## config.mk

```make
export PLATFORM = sky130hd
export DESIGN_NAME = s2tc_top
export DESIGN_NICKNAME = d
export VERILOG_FILES = /design/src/shared/s2tc_pkg.sv /design/src/hw/s2tc_top.sv /design/src/hw/s2tc_domain_check.sv /design/src/hw/s2tc_base_align.sv
export VERILOG_INCLUDE_DIRS = /design/src /design/src/shared
export SDC_FILE = /design/constraint.sdc
export NUM_CORES = 1
export LEC_CHECK = 0
export BUFFER_PORTS_ARGS = -buffer_cell sky130_fd_sc_hd__buf_2
export CORE_ASPECT_RATIO = 0.5
export CORE_MARGIN = 1
export CORE_UTILIZATION = 61
export CTS_CLUSTER_DIAMETER = 30
export DETAILED_ROUTE_END_ITERATION = 16
export PLACE_DENSITY_LB_ADDON = 0.05
export SETUP_SLACK_MARGIN = 0.5
export SYNTH_ARGS = -nofsm -noshare
export SYNTH_HDL_FRONTEND = slang
export SYNTH_SLANG_ARGS = --single-unit
```

## constraint.sdc

```tcl
create_clock -name ref_clk_i -period 28.7 [get_ports ref_clk_i]
set_input_delay 1.435 -clock ref_clk_i [delete_from_list [all_inputs] [get_ports ref_clk_i]]
set_output_delay 1.435 -clock ref_clk_i [all_outputs]
set_load 0.1 [all_outputs]
```

## src/shared/s2tc_consts.svh

```systemverilog
// Offsets, field positions, reset values and masks of the translation control bank.
`ifndef S2TC_CONSTS_SVH
`define S2TC_CONSTS_SVH
`define S2TC_SEL_S2CTRL 2'h0
`define S2TC_SEL_DOMAIN 2'h1
`define S2TC_SEL_TLBASE 2'h2
`define S2TC_SEL_TLCTRL 2'h3
`define S2TC_EL_HYP 2'h2
`define S2TC_EL_TOP 2'h3
`define S2TC_TBI_BIT 20
`define S2TC_PS_HI 18
`define S2TC_PS_LO 16
`define S2TC_TG_HI 15
`define S2TC_TG_LO 14
`define S2TC_SH_HI 13
`define S2TC_SH_LO 12
`define S2TC_OC_HI 11
`define S2TC_OC_LO 10
`define S2TC_IC_HI 9
`define S2TC_IC_LO 8
`define S2TC_SL_HI 7
`define S2TC_SL_LO 6
`define S2TC_SZ_HI 5
`define S2TC_SZ_LO 0
`define S2TC_S2_WMASK 32'h0007FFFF
`define S2TC_TL_WMASK 32'h0017FF3F
`define S2TC_S2_RES1 32'h80000000
`define S2TC_TL_RES1 32'h80800000
`define S2TC_S2_RST 32'h00000000
`define S2TC_TL_RST 32'h00000000
`define S2TC_DOM_RST 32'h00000000
`define S2TC_BASE_RST 48'h000000000000
`define S2TC_BASE_W 48
`define S2TC_PA_CODE_MAX 3'h2
`define S2TC_PA_BITS_32 6'h20
`define S2TC_PA_BITS_36 6'h24
`define S2TC_PA_BITS_40 6'h28
`endif

```

## src/shared/s2tc_pkg.sv

```systemverilog
// Types shared by the translation control bank.
package s2tc_pkg;
	typedef enum logic [1:0] {
		S2TC_GR_4K = 2'h0,
		S2TC_GR_64K = 2'h1,
		S2TC_GR_16K = 2'h2,
		S2TC_GR_RSVD = 2'h3
	} s2tc_granule_e;
	typedef enum logic [1:0] {
		S2TC_SH_NON = 2'h0,
		S2TC_SH_RSVD = 2'h1,
		S2TC_SH_OUTER = 2'h2,
		S2TC_SH_INNER = 2'h3
	} s2tc_share_e;
	typedef enum logic [1:0] {
		S2TC_DOM_NOACC = 2'h0,
		S2TC_DOM_CLIENT = 2'h1,
		S2TC_DOM_RSVD = 2'h2,
		S2TC_DOM_MANAGER = 2'h3
	} s2tc_domain_e;
	typedef logic [5:0] s2tc_size_t;
endpackage

```

## src/hw/s2tc_top.sv

```systemverilog
// Translation control register bank: stage 2 control, domains, top-level base and control.
//
// Overview of operation
// - Stage 2 size code picks 32/36/40 bits.
// - Stage 2 granule: 00 4KB, 01 64KB.
// - Shareability code: none, reserved, outer, inner.
// - Outer cacheability code sets walk attributes.
// - Inner cacheability code sets walk attributes.
// - Stage 2 holds two-bit starting level.
// - Size offset gives region two^(64-offset).
// - Stage 2 fields may be cached; invalidate.
// - Domain code 00 faults in 32-bit state.
// - Client domain checks table permissions.
// - Manager domain skips table permissions.
// - Domain register inert in wide state.
// - Base register: 48-bit base, top zero.
// - Walker treats low base bits as zero.
// - Low base bits read back as written.
// - Top-byte bit drops address top byte.
// - Top-level size code picks 32/36/40.
// - Top-level granule: 4KB, 64KB, 16KB.
// - Top-level control fields reset to zero.
`timescale 1ns/1ps
`default_nettype none
`include "s2tc_consts.svh"
module s2tc_top #(
	parameter int unsigned NUM_DOMAINS = 16
) (
	input wire logic ref_clk_i,
	input wire logic rst_n_i,
	input wire logic sr_req_i,
	input wire logic sr_write_i,
	input wire logic [1:0] sr_sel_i,
	input wire logic [1:0] sr_el_i,
	input wire logic [63:0] sr_wdata_i,
	output logic sr_ack_o,
	output logic sr_trap_o,
	output logic [63:0] sr_rdata_o,
	output logic [5:0] s2_pa_bits_o,
	output logic [1:0] s2_granule_o,
	output logic [1:0] s2_share_o,
	output logic [1:0] s2_outer_o,
	output logic [1:0] s2_inner_o,
	output logic [1:0] s2_start_level_o,
	output logic [5:0] s2_size_offset_o,
	output logic s2_cfg_illegal_o,
	output logic s2_ctrl_changed_o,
	output logic tl_top_byte_ignore_o,
	output logic [5:0] tl_pa_bits_o,
	output logic [1:0] tl_granule_o,
	output logic [1:0] tl_share_o,
	output logic [1:0] tl_outer_o,
	output logic [1:0] tl_inner_o,
	output logic [5:0] tl_size_offset_o,
	output logic tl_cfg_illegal_o,
	output logic [47:0] tl_walk_base_o,
	output logic [5:0] tl_align_bits_o,
	input wire logic dom_req_i,
	input wire logic [3:0] dom_index_i,
	input wire logic dom_state32_i,
	input wire logic dom_perm_ok_i,
	output logic dom_valid_o,
	output logic dom_fault_o,
	output logic dom_perm_fault_o,
	output logic dom_pass_o
);
	if (NUM_DOMAINS != 16)
	begin : g_domain_count_check
		$error("NUM_DOMAINS must be 16 to fill the 32-bit domain register.");
	end

	////////////////////////////////////////////////////////////////////////////////
	// Register storage and access decode.

	logic [31:0] s2_ctrl_reg;
	logic [31:0] dom_reg;
	logic [47:0] base_reg;
	logic [31:0] tl_ctrl_reg;
	logic allowed;
	logic wr_ok;
	logic [31:0] s2_ctrl_view;
	logic [31:0] tl_ctrl_view;
	logic [63:0] rdata_next;

	always_comb
	begin
		unique case (sr_sel_i)
			`S2TC_SEL_S2CTRL: allowed = sr_el_i >= `S2TC_EL_HYP;
			`S2TC_SEL_DOMAIN: allowed = sr_el_i >= `S2TC_EL_HYP;
			`S2TC_SEL_TLBASE: allowed = sr_el_i == `S2TC_EL_TOP;
			`S2TC_SEL_TLCTRL: allowed = sr_el_i == `S2TC_EL_TOP;
		endcase
	end

	assign wr_ok = sr_req_i && sr_write_i && allowed;

	always_ff @(posedge ref_clk_i or negedge rst_n_i)
	begin
		if (!rst_n_i)
			s2_ctrl_reg <= `S2TC_S2_RST;
		else if (wr_ok && sr_sel_i == `S2TC_SEL_S2CTRL)
			s2_ctrl_reg <= sr_wdata_i[31:0] & `S2TC_S2_WMASK;
	end

	always_ff @(posedge ref_clk_i or negedge rst_n_i)
	begin
		if (!rst_n_i)
			dom_reg <= `S2TC_DOM_RST;
		else if (wr_ok && sr_sel_i == `S2TC_SEL_DOMAIN)
			dom_reg <= sr_wdata_i[31:0];
	end

	always_ff @(posedge ref_clk_i or negedge rst_n_i)
	begin
		if (!rst_n_i)
			base_reg <= `S2TC_BASE_RST;
		else if (wr_ok && sr_sel_i == `S2TC_SEL_TLBASE)
			base_reg <= sr_wdata_i[47:0];
	end

	always_ff @(posedge ref_clk_i or negedge rst_n_i)
	begin
		if (!rst_n_i)
			tl_ctrl_reg <= `S2TC_TL_RST;
		else if (wr_ok && sr_sel_i == `S2TC_SEL_TLCTRL)
			tl_ctrl_reg <= sr_wdata_i[31:0] & `S2TC_TL_WMASK;
	end

	assign s2_ctrl_view = (s2_ctrl_reg & `S2TC_S2_WMASK) | `S2TC_S2_RES1;
	assign tl_ctrl_view = (tl_ctrl_reg & `S2TC_TL_WMASK) | `S2TC_TL_RES1;

	always_comb
	begin
		unique case (sr_sel_i)
			`S2TC_SEL_S2CTRL: rdata_next = {32'h00000000, s2_ctrl_view};
			`S2TC_SEL_DOMAIN: rdata_next = {32'h00000000, dom_reg};
			`S2TC_SEL_TLBASE: rdata_next = {16'h0000, base_reg};
			`S2TC_SEL_TLCTRL: rdata_next = {32'h00000000, tl_ctrl_view};
		endcase
	end

	// A refused access answers with zero data so no state leaks to a lower level.
	always_ff @(posedge ref_clk_i or negedge rst_n_i)
	begin
		if (!rst_n_i)
		begin
			sr_ack_o <= 1'b0;
			sr_trap_o <= 1'b0;
			sr_rdata_o <= 64'h0000000000000000;
		end
		else
		begin
			sr_ack_o <= sr_req_i;
			sr_trap_o <= sr_req_i && !allowed;
			if (sr_req_i && !sr_write_i && allowed)
				sr_rdata_o <= rdata_next;
			else if (sr_req_i)
				sr_rdata_o <= 64'h0000000000000000;
		end
	end

	// The walker keeps its own cached copies; this pulse is a hint for it only.
	// Change event for TLB.
	always_ff @(posedge ref_clk_i or negedge rst_n_i)
	begin
		if (!rst_n_i)
			s2_ctrl_changed_o <= 1'b0;
		else
			s2_ctrl_changed_o <= wr_ok && sr_sel_i == `S2TC_SEL_S2CTRL;
	end

	////////////////////////////////////////////////////////////////////////////////
	// Field decode toward the walker.

	function automatic logic [5:0] pa_bits(input logic [2:0] code);
		unique case (code)
			3'h1: pa_bits = `S2TC_PA_BITS_36;
			3'h2: pa_bits = `S2TC_PA_BITS_40;
			default: pa_bits = `S2TC_PA_BITS_32;
		endcase
	endfunction

	assign s2_pa_bits_o = pa_bits(s2_ctrl_reg[`S2TC_PS_HI:`S2TC_PS_LO]);
	assign s2_granule_o = s2_ctrl_reg[`S2TC_TG_HI:`S2TC_TG_LO];
	assign s2_share_o = s2_ctrl_reg[`S2TC_SH_HI:`S2TC_SH_LO];
	assign s2_outer_o = s2_ctrl_reg[`S2TC_OC_HI:`S2TC_OC_LO];
	assign s2_inner_o = s2_ctrl_reg[`S2TC_IC_HI:`S2TC_IC_LO];
	assign s2_start_level_o = s2_ctrl_reg[`S2TC_SL_HI:`S2TC_SL_LO];
	assign s2_size_offset_o = s2_ctrl_reg[`S2TC_SZ_HI:`S2TC_SZ_LO];

	// Reserved and unsupported codes are flagged so the walker can fault instead of guessing.
	// Only 4KB and 64KB.
	assign s2_cfg_illegal_o = (s2_ctrl_reg[`S2TC_PS_HI:`S2TC_PS_LO] > `S2TC_PA_CODE_MAX)
		|| (s2_granule_o != s2tc_pkg::S2TC_GR_4K && s2_granule_o != s2tc_pkg::S2TC_GR_64K)
		|| (s2_share_o == s2tc_pkg::S2TC_SH_RSVD);

	assign tl_top_byte_ignore_o = tl_ctrl_reg[`S2TC_TBI_BIT];
	assign tl_pa_bits_o = pa_bits(tl_ctrl_reg[`S2TC_PS_HI:`S2TC_PS_LO]);
	assign tl_granule_o = tl_ctrl_reg[`S2TC_TG_HI:`S2TC_TG_LO];
	assign tl_share_o = tl_ctrl_reg[`S2TC_SH_HI:`S2TC_SH_LO];
	assign tl_outer_o = tl_ctrl_reg[`S2TC_OC_HI:`S2TC_OC_LO];
	assign tl_inner_o = tl_ctrl_reg[`S2TC_IC_HI:`S2TC_IC_LO];
	assign tl_size_offset_o = tl_ctrl_reg[`S2TC_SZ_HI:`S2TC_SZ_LO];

	assign tl_cfg_illegal_o = (tl_ctrl_reg[`S2TC_PS_HI:`S2TC_PS_LO] > `S2TC_PA_CODE_MAX)
		|| (tl_granule_o == s2tc_pkg::S2TC_GR_RSVD)
		|| (tl_share_o == s2tc_pkg::S2TC_SH_RSVD);

	////////////////////////////////////////////////////////////////////////////////
	// Base alignment and domain check.

	s2tc_base_align u_base_align (
		.ref_clk_i(ref_clk_i),
		.rst_n_i(rst_n_i),
		.base_i(base_reg),
		.size_offset_i(tl_size_offset_o),
		.granule_i(tl_granule_o),
		.walk_base_o(tl_walk_base_o),
		.align_bits_o(tl_align_bits_o)
	);

	s2tc_domain_check #(
		.NUM_DOMAINS(NUM_DOMAINS)
	) u_domain_check (
		.ref_clk_i(ref_clk_i),
		.rst_n_i(rst_n_i),
		.dom_reg_i(dom_reg),
		.chk_req_i(dom_req_i),
		.chk_domain_i(dom_index_i),
		.chk_state32_i(dom_state32_i),
		.chk_perm_ok_i(dom_perm_ok_i),
		.chk_valid_o(dom_valid_o),
		.chk_domain_fault_o(dom_fault_o),
		.chk_perm_fault_o(dom_perm_fault_o),
		.chk_pass_o(dom_pass_o)
	);

	////////////////////////////////////////////////////////////////////////////////
	// Checks.

	logic [47:0] wdata_low;
	assign wdata_low = sr_wdata_i[47:0];
endmodule
`default_nettype wire

```

## src/hw/s2tc_domain_check.sv

```systemverilog
// Domain access check for 32-bit code against the domain access register.
`timescale 1ns/1ps
`default_nettype none
module s2tc_domain_check #(
	parameter int unsigned NUM_DOMAINS = 16
) (
	input wire logic ref_clk_i,
	input wire logic rst_n_i,
	input wire logic [2*NUM_DOMAINS-1:0] dom_reg_i,
	input wire logic chk_req_i,
	input wire logic [$clog2(NUM_DOMAINS)-1:0] chk_domain_i,
	input wire logic chk_state32_i,
	input wire logic chk_perm_ok_i,
	output logic chk_valid_o,
	output logic chk_domain_fault_o,
	output logic chk_perm_fault_o,
	output logic chk_pass_o
);
	s2tc_pkg::s2tc_domain_e code;
	logic dom_fault_next;
	logic perm_fault_next;

	assign code = s2tc_pkg::s2tc_domain_e'(dom_reg_i[2*chk_domain_i +: 2]);

	always_comb
	begin
		dom_fault_next = 1'b0;
		perm_fault_next = !chk_perm_ok_i;
		if (chk_state32_i)
		begin
			unique case (code)
				s2tc_pkg::S2TC_DOM_NOACC:
				begin
					dom_fault_next = 1'b1;
					perm_fault_next = 1'b0;
				end
				s2tc_pkg::S2TC_DOM_CLIENT: perm_fault_next = !chk_perm_ok_i;
				s2tc_pkg::S2TC_DOM_MANAGER: perm_fault_next = 1'b0;
				// The reserved code is treated like client, the safer reading.
				s2tc_pkg::S2TC_DOM_RSVD: perm_fault_next = !chk_perm_ok_i;
			endcase
		end
	end

	always_ff @(posedge ref_clk_i or negedge rst_n_i)
	begin
		if (!rst_n_i)
		begin
			chk_valid_o <= 1'b0;
			chk_domain_fault_o <= 1'b0;
			chk_perm_fault_o <= 1'b0;
			chk_pass_o <= 1'b0;
		end
		else
		begin
			chk_valid_o <= chk_req_i;
			chk_domain_fault_o <= chk_req_i && dom_fault_next;
			chk_perm_fault_o <= chk_req_i && perm_fault_next;
			chk_pass_o <= chk_req_i && !dom_fault_next && !perm_fault_next;
		end
	end
endmodule
`default_nettype wire

```

## src/hw/s2tc_base_align.sv

```systemverilog
// Works out the table alignment and hands the walker a base with low bits cleared.
`timescale 1ns/1ps
`default_nettype none
`include "s2tc_consts.svh"
module s2tc_base_align (
	input wire logic ref_clk_i,
	input wire logic rst_n_i,
	input wire logic [`S2TC_BASE_W-1:0] base_i,
	input wire s2tc_pkg::s2tc_size_t size_offset_i,
	input wire logic [1:0] granule_i,
	output logic [`S2TC_BASE_W-1:0] walk_base_o,
	output logic [5:0] align_bits_o
);
	logic [6:0] va_bits;
	logic [6:0] page_bits;
	logic [6:0] stride;
	logic [6:0] top_bits;
	logic [6:0] x_full;
	logic [`S2TC_BASE_W-1:0] low_mask;

	// Out-of-range offsets are clamped so the alignment stays within the base field.
	always_comb
	begin
		va_bits = 7'h40 - {1'b0, size_offset_i};
		if (va_bits > 7'h30)
			va_bits = 7'h30;
		unique case (s2tc_pkg::s2tc_granule_e'(granule_i))
			s2tc_pkg::S2TC_GR_64K: page_bits = 7'h10;
			s2tc_pkg::S2TC_GR_16K: page_bits = 7'h0E;
			default: page_bits = 7'h0C;
		endcase
		if (va_bits <= page_bits)
			va_bits = page_bits + 7'h01;
		stride = page_bits - 7'h03;
		top_bits = ((va_bits - page_bits - 7'h01) % stride) + 7'h01;
		x_full = top_bits + 7'h03;
		low_mask = (48'h000000000001 << x_full) - 48'h000000000001;
	end

	always_ff @(posedge ref_clk_i or negedge rst_n_i)
	begin
		if (!rst_n_i)
		begin
			walk_base_o <= `S2TC_BASE_RST;
			align_bits_o <= 6'h00;
		end
		else
		begin
			walk_base_o <= base_i & ~low_mask;
			align_bits_o <= x_full[5:0];
		end
	end

	logic [`S2TC_BASE_W-1:0] out_mask;
	assign out_mask = (48'h000000000001 << align_bits_o) - 48'h000000000001;
endmodule
`default_nettype wire

```

## Yosys cells after proc, flatten, opt, wreduce, memory -nomap -nowiden

Cells that the tools add are included.

- Add/subtract/negate cells: 8
- Div/mod/pow operators: 1
- $lt $le $gt $ge: 5
- Equality and inequality tests: 17
- Shifts and indexed selects: 2
- Mux-type cells: 13
- Bitwise logic cells: 2
- Reductions and logical operators: 31

Operator list:

| kind | count |
|---|---|
| $pmux 64 s4 | 1 |
| $mux 64 | 2 |
| $and 48x48->48 | 1 |
| $not 48->48 | 1 |
| $shl 1x7->48 const A | 1 |
| $sub 48x1->48 const B | 1 |
| $shiftx 32x6->2 | 1 |
| $pmux 4 s2 | 2 |
| $eq 2x2->1 const B | 7 |
| $logic_and 1x1->1 | 14 |
| $mux 7 | 2 |
| $eq 2x1->1 const B | 5 |
| $pmux 5 s2 | 1 |
| $reduce_or 2->1 | 4 |
| $add 7x1->7 const B | 1 |
| $add 7x2->7 const B | 1 |
| $gt 7x6->1 const B | 1 |
| $le 7x5->1 | 1 |
| $mod 7x7->7 | 1 |
| $sub 7x1->7 const B | 1 |
| $sub 7x5->7 | 1 |
| $sub 7x6->7 const A | 1 |
| $add 5x1->6 const B | 1 |
| $eq 3x1->1 const B | 2 |
| 11 further kinds | 25 |

- Flip-flop bits (word level): 242
- Input bits: 79
- Output and inout port bits: 170
- Word-level logic and storage cells: 93

## Depth between registers and ports, before layout

- Depth in word-level cells: 14
- Depth in mapped cells: 70
- Depth with buffers taken out: 66

## Hierarchy

A second synthesis with hierarchy kept.

- Cells, all modules: 1145
- Area total of the unflattened synthesis: 12922.4 sq um

Modules (own cells, without submodules):

| module | instances | cells an instance | area each (sq um) | sequential area each (sq um) |
|---|---|---|---|---|
| s2tc_top | 1 | 501 | 7283.2 | 4204.0 |
| s2tc_base_align | 1 | 611 | 5222.5 | 1351.3 |
| s2tc_domain_check | 1 | 33 | 416.6 | 100.1 |

## Least setup slack after synthesis

No wires, ideal clock.

- Path kind: reg-to-reg
- Start: register tl_ctrl_reg[0]
- End: register u_base_align.walk_base_o[6]
- Arrival time: 12.415 ns
- Slack: 16.164 ns
- Stages on the path, launching flop included: 67
- Buffers on the path: 4
- Path through: dfrtp_1 > inv_1 > ha_1 > nand2b_1 > o21ai_0 > a22o_1 > a21oi_1 > a32oi_1 > nor3_1 > a31oi_1 > nor2b_1 > ha_1 > nor2b_1 > o211a_1 > nor2_1 > o21ai_1 > o21ai_0 > ha_1 > [31 not listed] > a21oi_1 > nand2_1 > nand4_2 > and2_1 > buf_6 > nor2_1 > xnor2_1 > ha_1 > nor3_1 > nand3_1 > a21o_1 > nand2b_1 > ha_1 > o21a_1 > buf_4 > a211oi_1 > a31oi_1 > o211a_1

- Cells in the longest elaborated chain, start to end: 14

Ends and longest elaborated chain:

| element | line | source |
|---|---|---|
| start, declared | s2tc_top.sv:78 | `logic [31:0] tl_ctrl_reg;` |
| start signal, assigned | s2tc_top.sv:124 | `` tl_ctrl_reg <= `S2TC_TL_RST; `` |
| start signal, assigned | s2tc_top.sv:126 | `` tl_ctrl_reg <= sr_wdata_i[31:0] & `S2TC_TL_WMASK; `` |
| $sub 7x6->7 * | s2tc_base_align.sv:24 | `va_bits = 7'h40 - {1'b0, size_offset_i};` |
| $gt 7x6->1 | s2tc_base_align.sv:25 | `if (va_bits > 7'h30)` |
| $mux 7 * | s2tc_base_align.sv:25 |  |
| $le 7x5->1 | s2tc_base_align.sv:32 | `if (va_bits <= page_bits)` |
| $mux 7 * | s2tc_base_align.sv:32 |  |
| $sub 7x5->7 * | s2tc_base_align.sv:35 | `top_bits = ((va_bits - page_bits - 7'h01) % stride) + 7'h01;` |
| $sub 7x1->7 * | s2tc_base_align.sv:35 |  |
| $mod 7x7->7 * | s2tc_base_align.sv:35 |  |
| $add 7x1->7 * | s2tc_base_align.sv:35 |  |
| $add 7x2->7 * | s2tc_base_align.sv:36 | `x_full = top_bits + 7'h03;` |
| $shl 1x7->48 * | s2tc_base_align.sv:37 | `low_mask = (48'h000000000001 << x_full) - 48'h000000000001;` |
| $sub 48x1->48 * | s2tc_base_align.sv:37 |  |
| $not 48->48 * | s2tc_base_align.sv:49 | `walk_base_o <= base_i & ~low_mask;` |
| $and 48x48->48 * | s2tc_base_align.sv:49 |  |
| end signal, assigned | s2tc_base_align.sv:44 | `` walk_base_o <= `S2TC_BASE_RST; `` |
| end signal, assigned | s2tc_base_align.sv:49 |  |
| end, declared | s2tc_base_align.sv:11 | `` output logic [`S2TC_BASE_W-1:0] walk_base_o, `` |

Every way passes the cells marked *; elsewhere a longest branch is shown, timed or not.
A chain may end at the register's enable or synchronous reset.

## Final worst setup path

- Start: register tl_ctrl_reg[0]
- End: register u_base_align.walk_base_o[10]

Same word-level chain as after synthesis.

==> results.cfg <==
[status]
status = finished, final reports clean

[sta]
hold_ws_ps = 483
rsz0062_at_grt = false
tns_ps = 0
slew_viol_final = 0
fin_crit_sh_pct = 55.0
worst_pin_slew_ps = 1220
skew_ps = 22.9
max_freq_ghz = 0.0634
hold_viol = 0
min_period_ps = 15790
finalSetupViolations = 0
slew_headroom_pct = 18.4

[detailed_routing]
avgRoutedWirePerCell_um = 21.0
drt_iter0_drc = 975
drc = 0
ant_nets = 0
via_per_inst = 6.16
wl_met1_um = 16800
totalWireLength_um = 36300
vias = 10600
top_layer_used = met4
route.met2.wl_um = 16100
drtPass1Iterations = 5
wl_met3_um = 2490

[synth]
yosysTopAreaCellShare_pct = 43.8
ys_ff_latch = 226
synthTopCellsByArea = dfrtp_1 44%, mux2_2 8.4%, mux4_2 4.7%, nand2_1 4.4%, buf_4 3.3%
yosysTopAreaCell = dfrtp_1
synth_edf_count = 0
syn-instance-count = 1260
syn_area_sq_um = 12900
synth_ff_type = dfrtp_1
ys_seq_area_share_pct = 43.8
yosys.cell_types.count = 99
synth_warnings = 0
synth.avg_cell_area_sq_um = 10.3
async_flop_share_pct = 100

[run]
maxCapViolCount = 0

[placement]
post-dp-hpwl_um = 25700
routabilityCongestion = 0.884
port_buffers = 208

[grt]
grt_max_degree = 154
antenna_found_initial = 1
track_usage_pct = 33.4
grt_pass1_vias = 10100
grt_first_pass_wirelength_um = 56500
overflow = 0

[clocking]
worstSkewPairLatency_ps = 560
holdBufCountCts = 0
path_clk_slew_ps = 60
cts.repair.resized = 0
cts_sinks = 226
numCtsBuffers = 28
cts_tree = yes
cts_setup_buffers = 0
cts_buffer_depth = 3
clockRootBuffer = clkbuf_16
h-tree-depth = 1

[worst_setup_path]
cp.arrival_ps = 16280
slowest_delay_ps = 710
worstSetupEndpointType = flip-flop
start_kind = flip-flop
critPathSlowestCell = a2111oi_1
cp_max_fo = 11
cp_data_required_time_ps = 29200
cp_common_cell = ha_1
worstSetupPathType = reg -> reg

[min_path]
hold_class = reg -> reg

[die]
die_h_um = 105
die_width_um = 208
io_pins = 249
start_util_pct = 62.6
die_area_sq_um = 21800
core_sq_um = 20600
rows = 37

[final_layout]
register_area_sq_um = 5660
final_common_cell = dfrtp_1
layout.nets = 1538
fillers = 1519
syn_to_final_growth_pct = 14.8
drive_gt1_share_pct = 29.9
final_cell_mix = 226 x dfrtp_1, 207 x buf_2, 153 x nand2_1, 97 x inv_1, 96 x mux2_2
final_core_util_pct = 71.9
multi_input_area_sq_um = 6390
==> cell usage after synthesis (13+ instances only) <==
master,instances
nand2_1,153
and2_1,24
nor2_1,55
ha_1,28
dfrtp_1,226
nand2b_1,14
a21o_1,15
nor3_1,13
clkbuf_1,36
xnor2_1,16
o21ai_0,60
inv_1,97
mux2i_1,16
buf_4,56
o22ai_1,36
nand3_1,27
a21oi_1,33
mux4_2,27
mux2_2,96
==> cell families (layout without fill, tap and decap cells) <==
family                     after synthesis  after routing  share of synthesized area (%)
and+or+nand+nor                        359            359                           13.7
AOI/OAI and AO/OA                      274            274                           15.4
DFF                                    226            226                           43.8
buffers and inverters                  203            367                           7.69
muxes                                  142            142                           14.6
adders and majority gates               31             31                           3.18
xor gates and xnor gates                23             23                           1.56
other                                    2             29                         0.0581
==> final cells by class <==
type	instances	area share [%]
inverters	99	2.50
clock buffers	35	5.37
clock inverters	17	1.20
repair buffers	216	7.49
well taps	273	2.30
diodes	1	0.0169
flip-flops and latches	226	38.1
multi-input cells	857	43.0
==> final timing paths <==
check                               start                            to  slack, ps  depth (start not counted)
max reg2reg                tl_ctrl_reg[0]  u_base_align.walk_base_o[10]      12910                         62
min                          base_reg[41]                sr_rdata_o[41]        480                          2
max in group asynchronous         rst_n_i  u_base_align.align_bits_o[5]      26040                          2
min reg2reg                  base_reg[41]                sr_rdata_o[41]        480                          2
max                        tl_ctrl_reg[0]  u_base_align.walk_base_o[10]      12910                         62
min in group asynchronous         rst_n_i                sr_rdata_o[14]       1000                          1
==> metrics by stage <==
step | worst slack, ps | std cells | area [sq um]
after CTS | 13370 | 1723 | 14800
after global placement | 13780 | 1671 | 13900
after floorplan | 16160 | 1286 | 13000
after global routing | 11790 | 1724 | 14800
final | 12910 | 1724 | 14800
after detailed placement | 13450 | 1671 | 13900
==> critical path: cells and delay by family (launching register included) <==
kind            cells  cell delay, ps
flops               1             580
fa+ha+maj           9            2990
buf+inv             4             420
mux                 2             990
compound gates     24            5910
simple gates       21            4220
xor+xnor            2             600
==> routing by layer <==
metal,global-route usage (%),up-vias
met5,0,-
met3,5.02,66
met4,8.31,0
met1,50.6,5349
li1,-,4776
met2,50.5,423
Power is not shown: default switching activity piles up to over one toggle a cycle in this logic, so the estimate is an artifact.
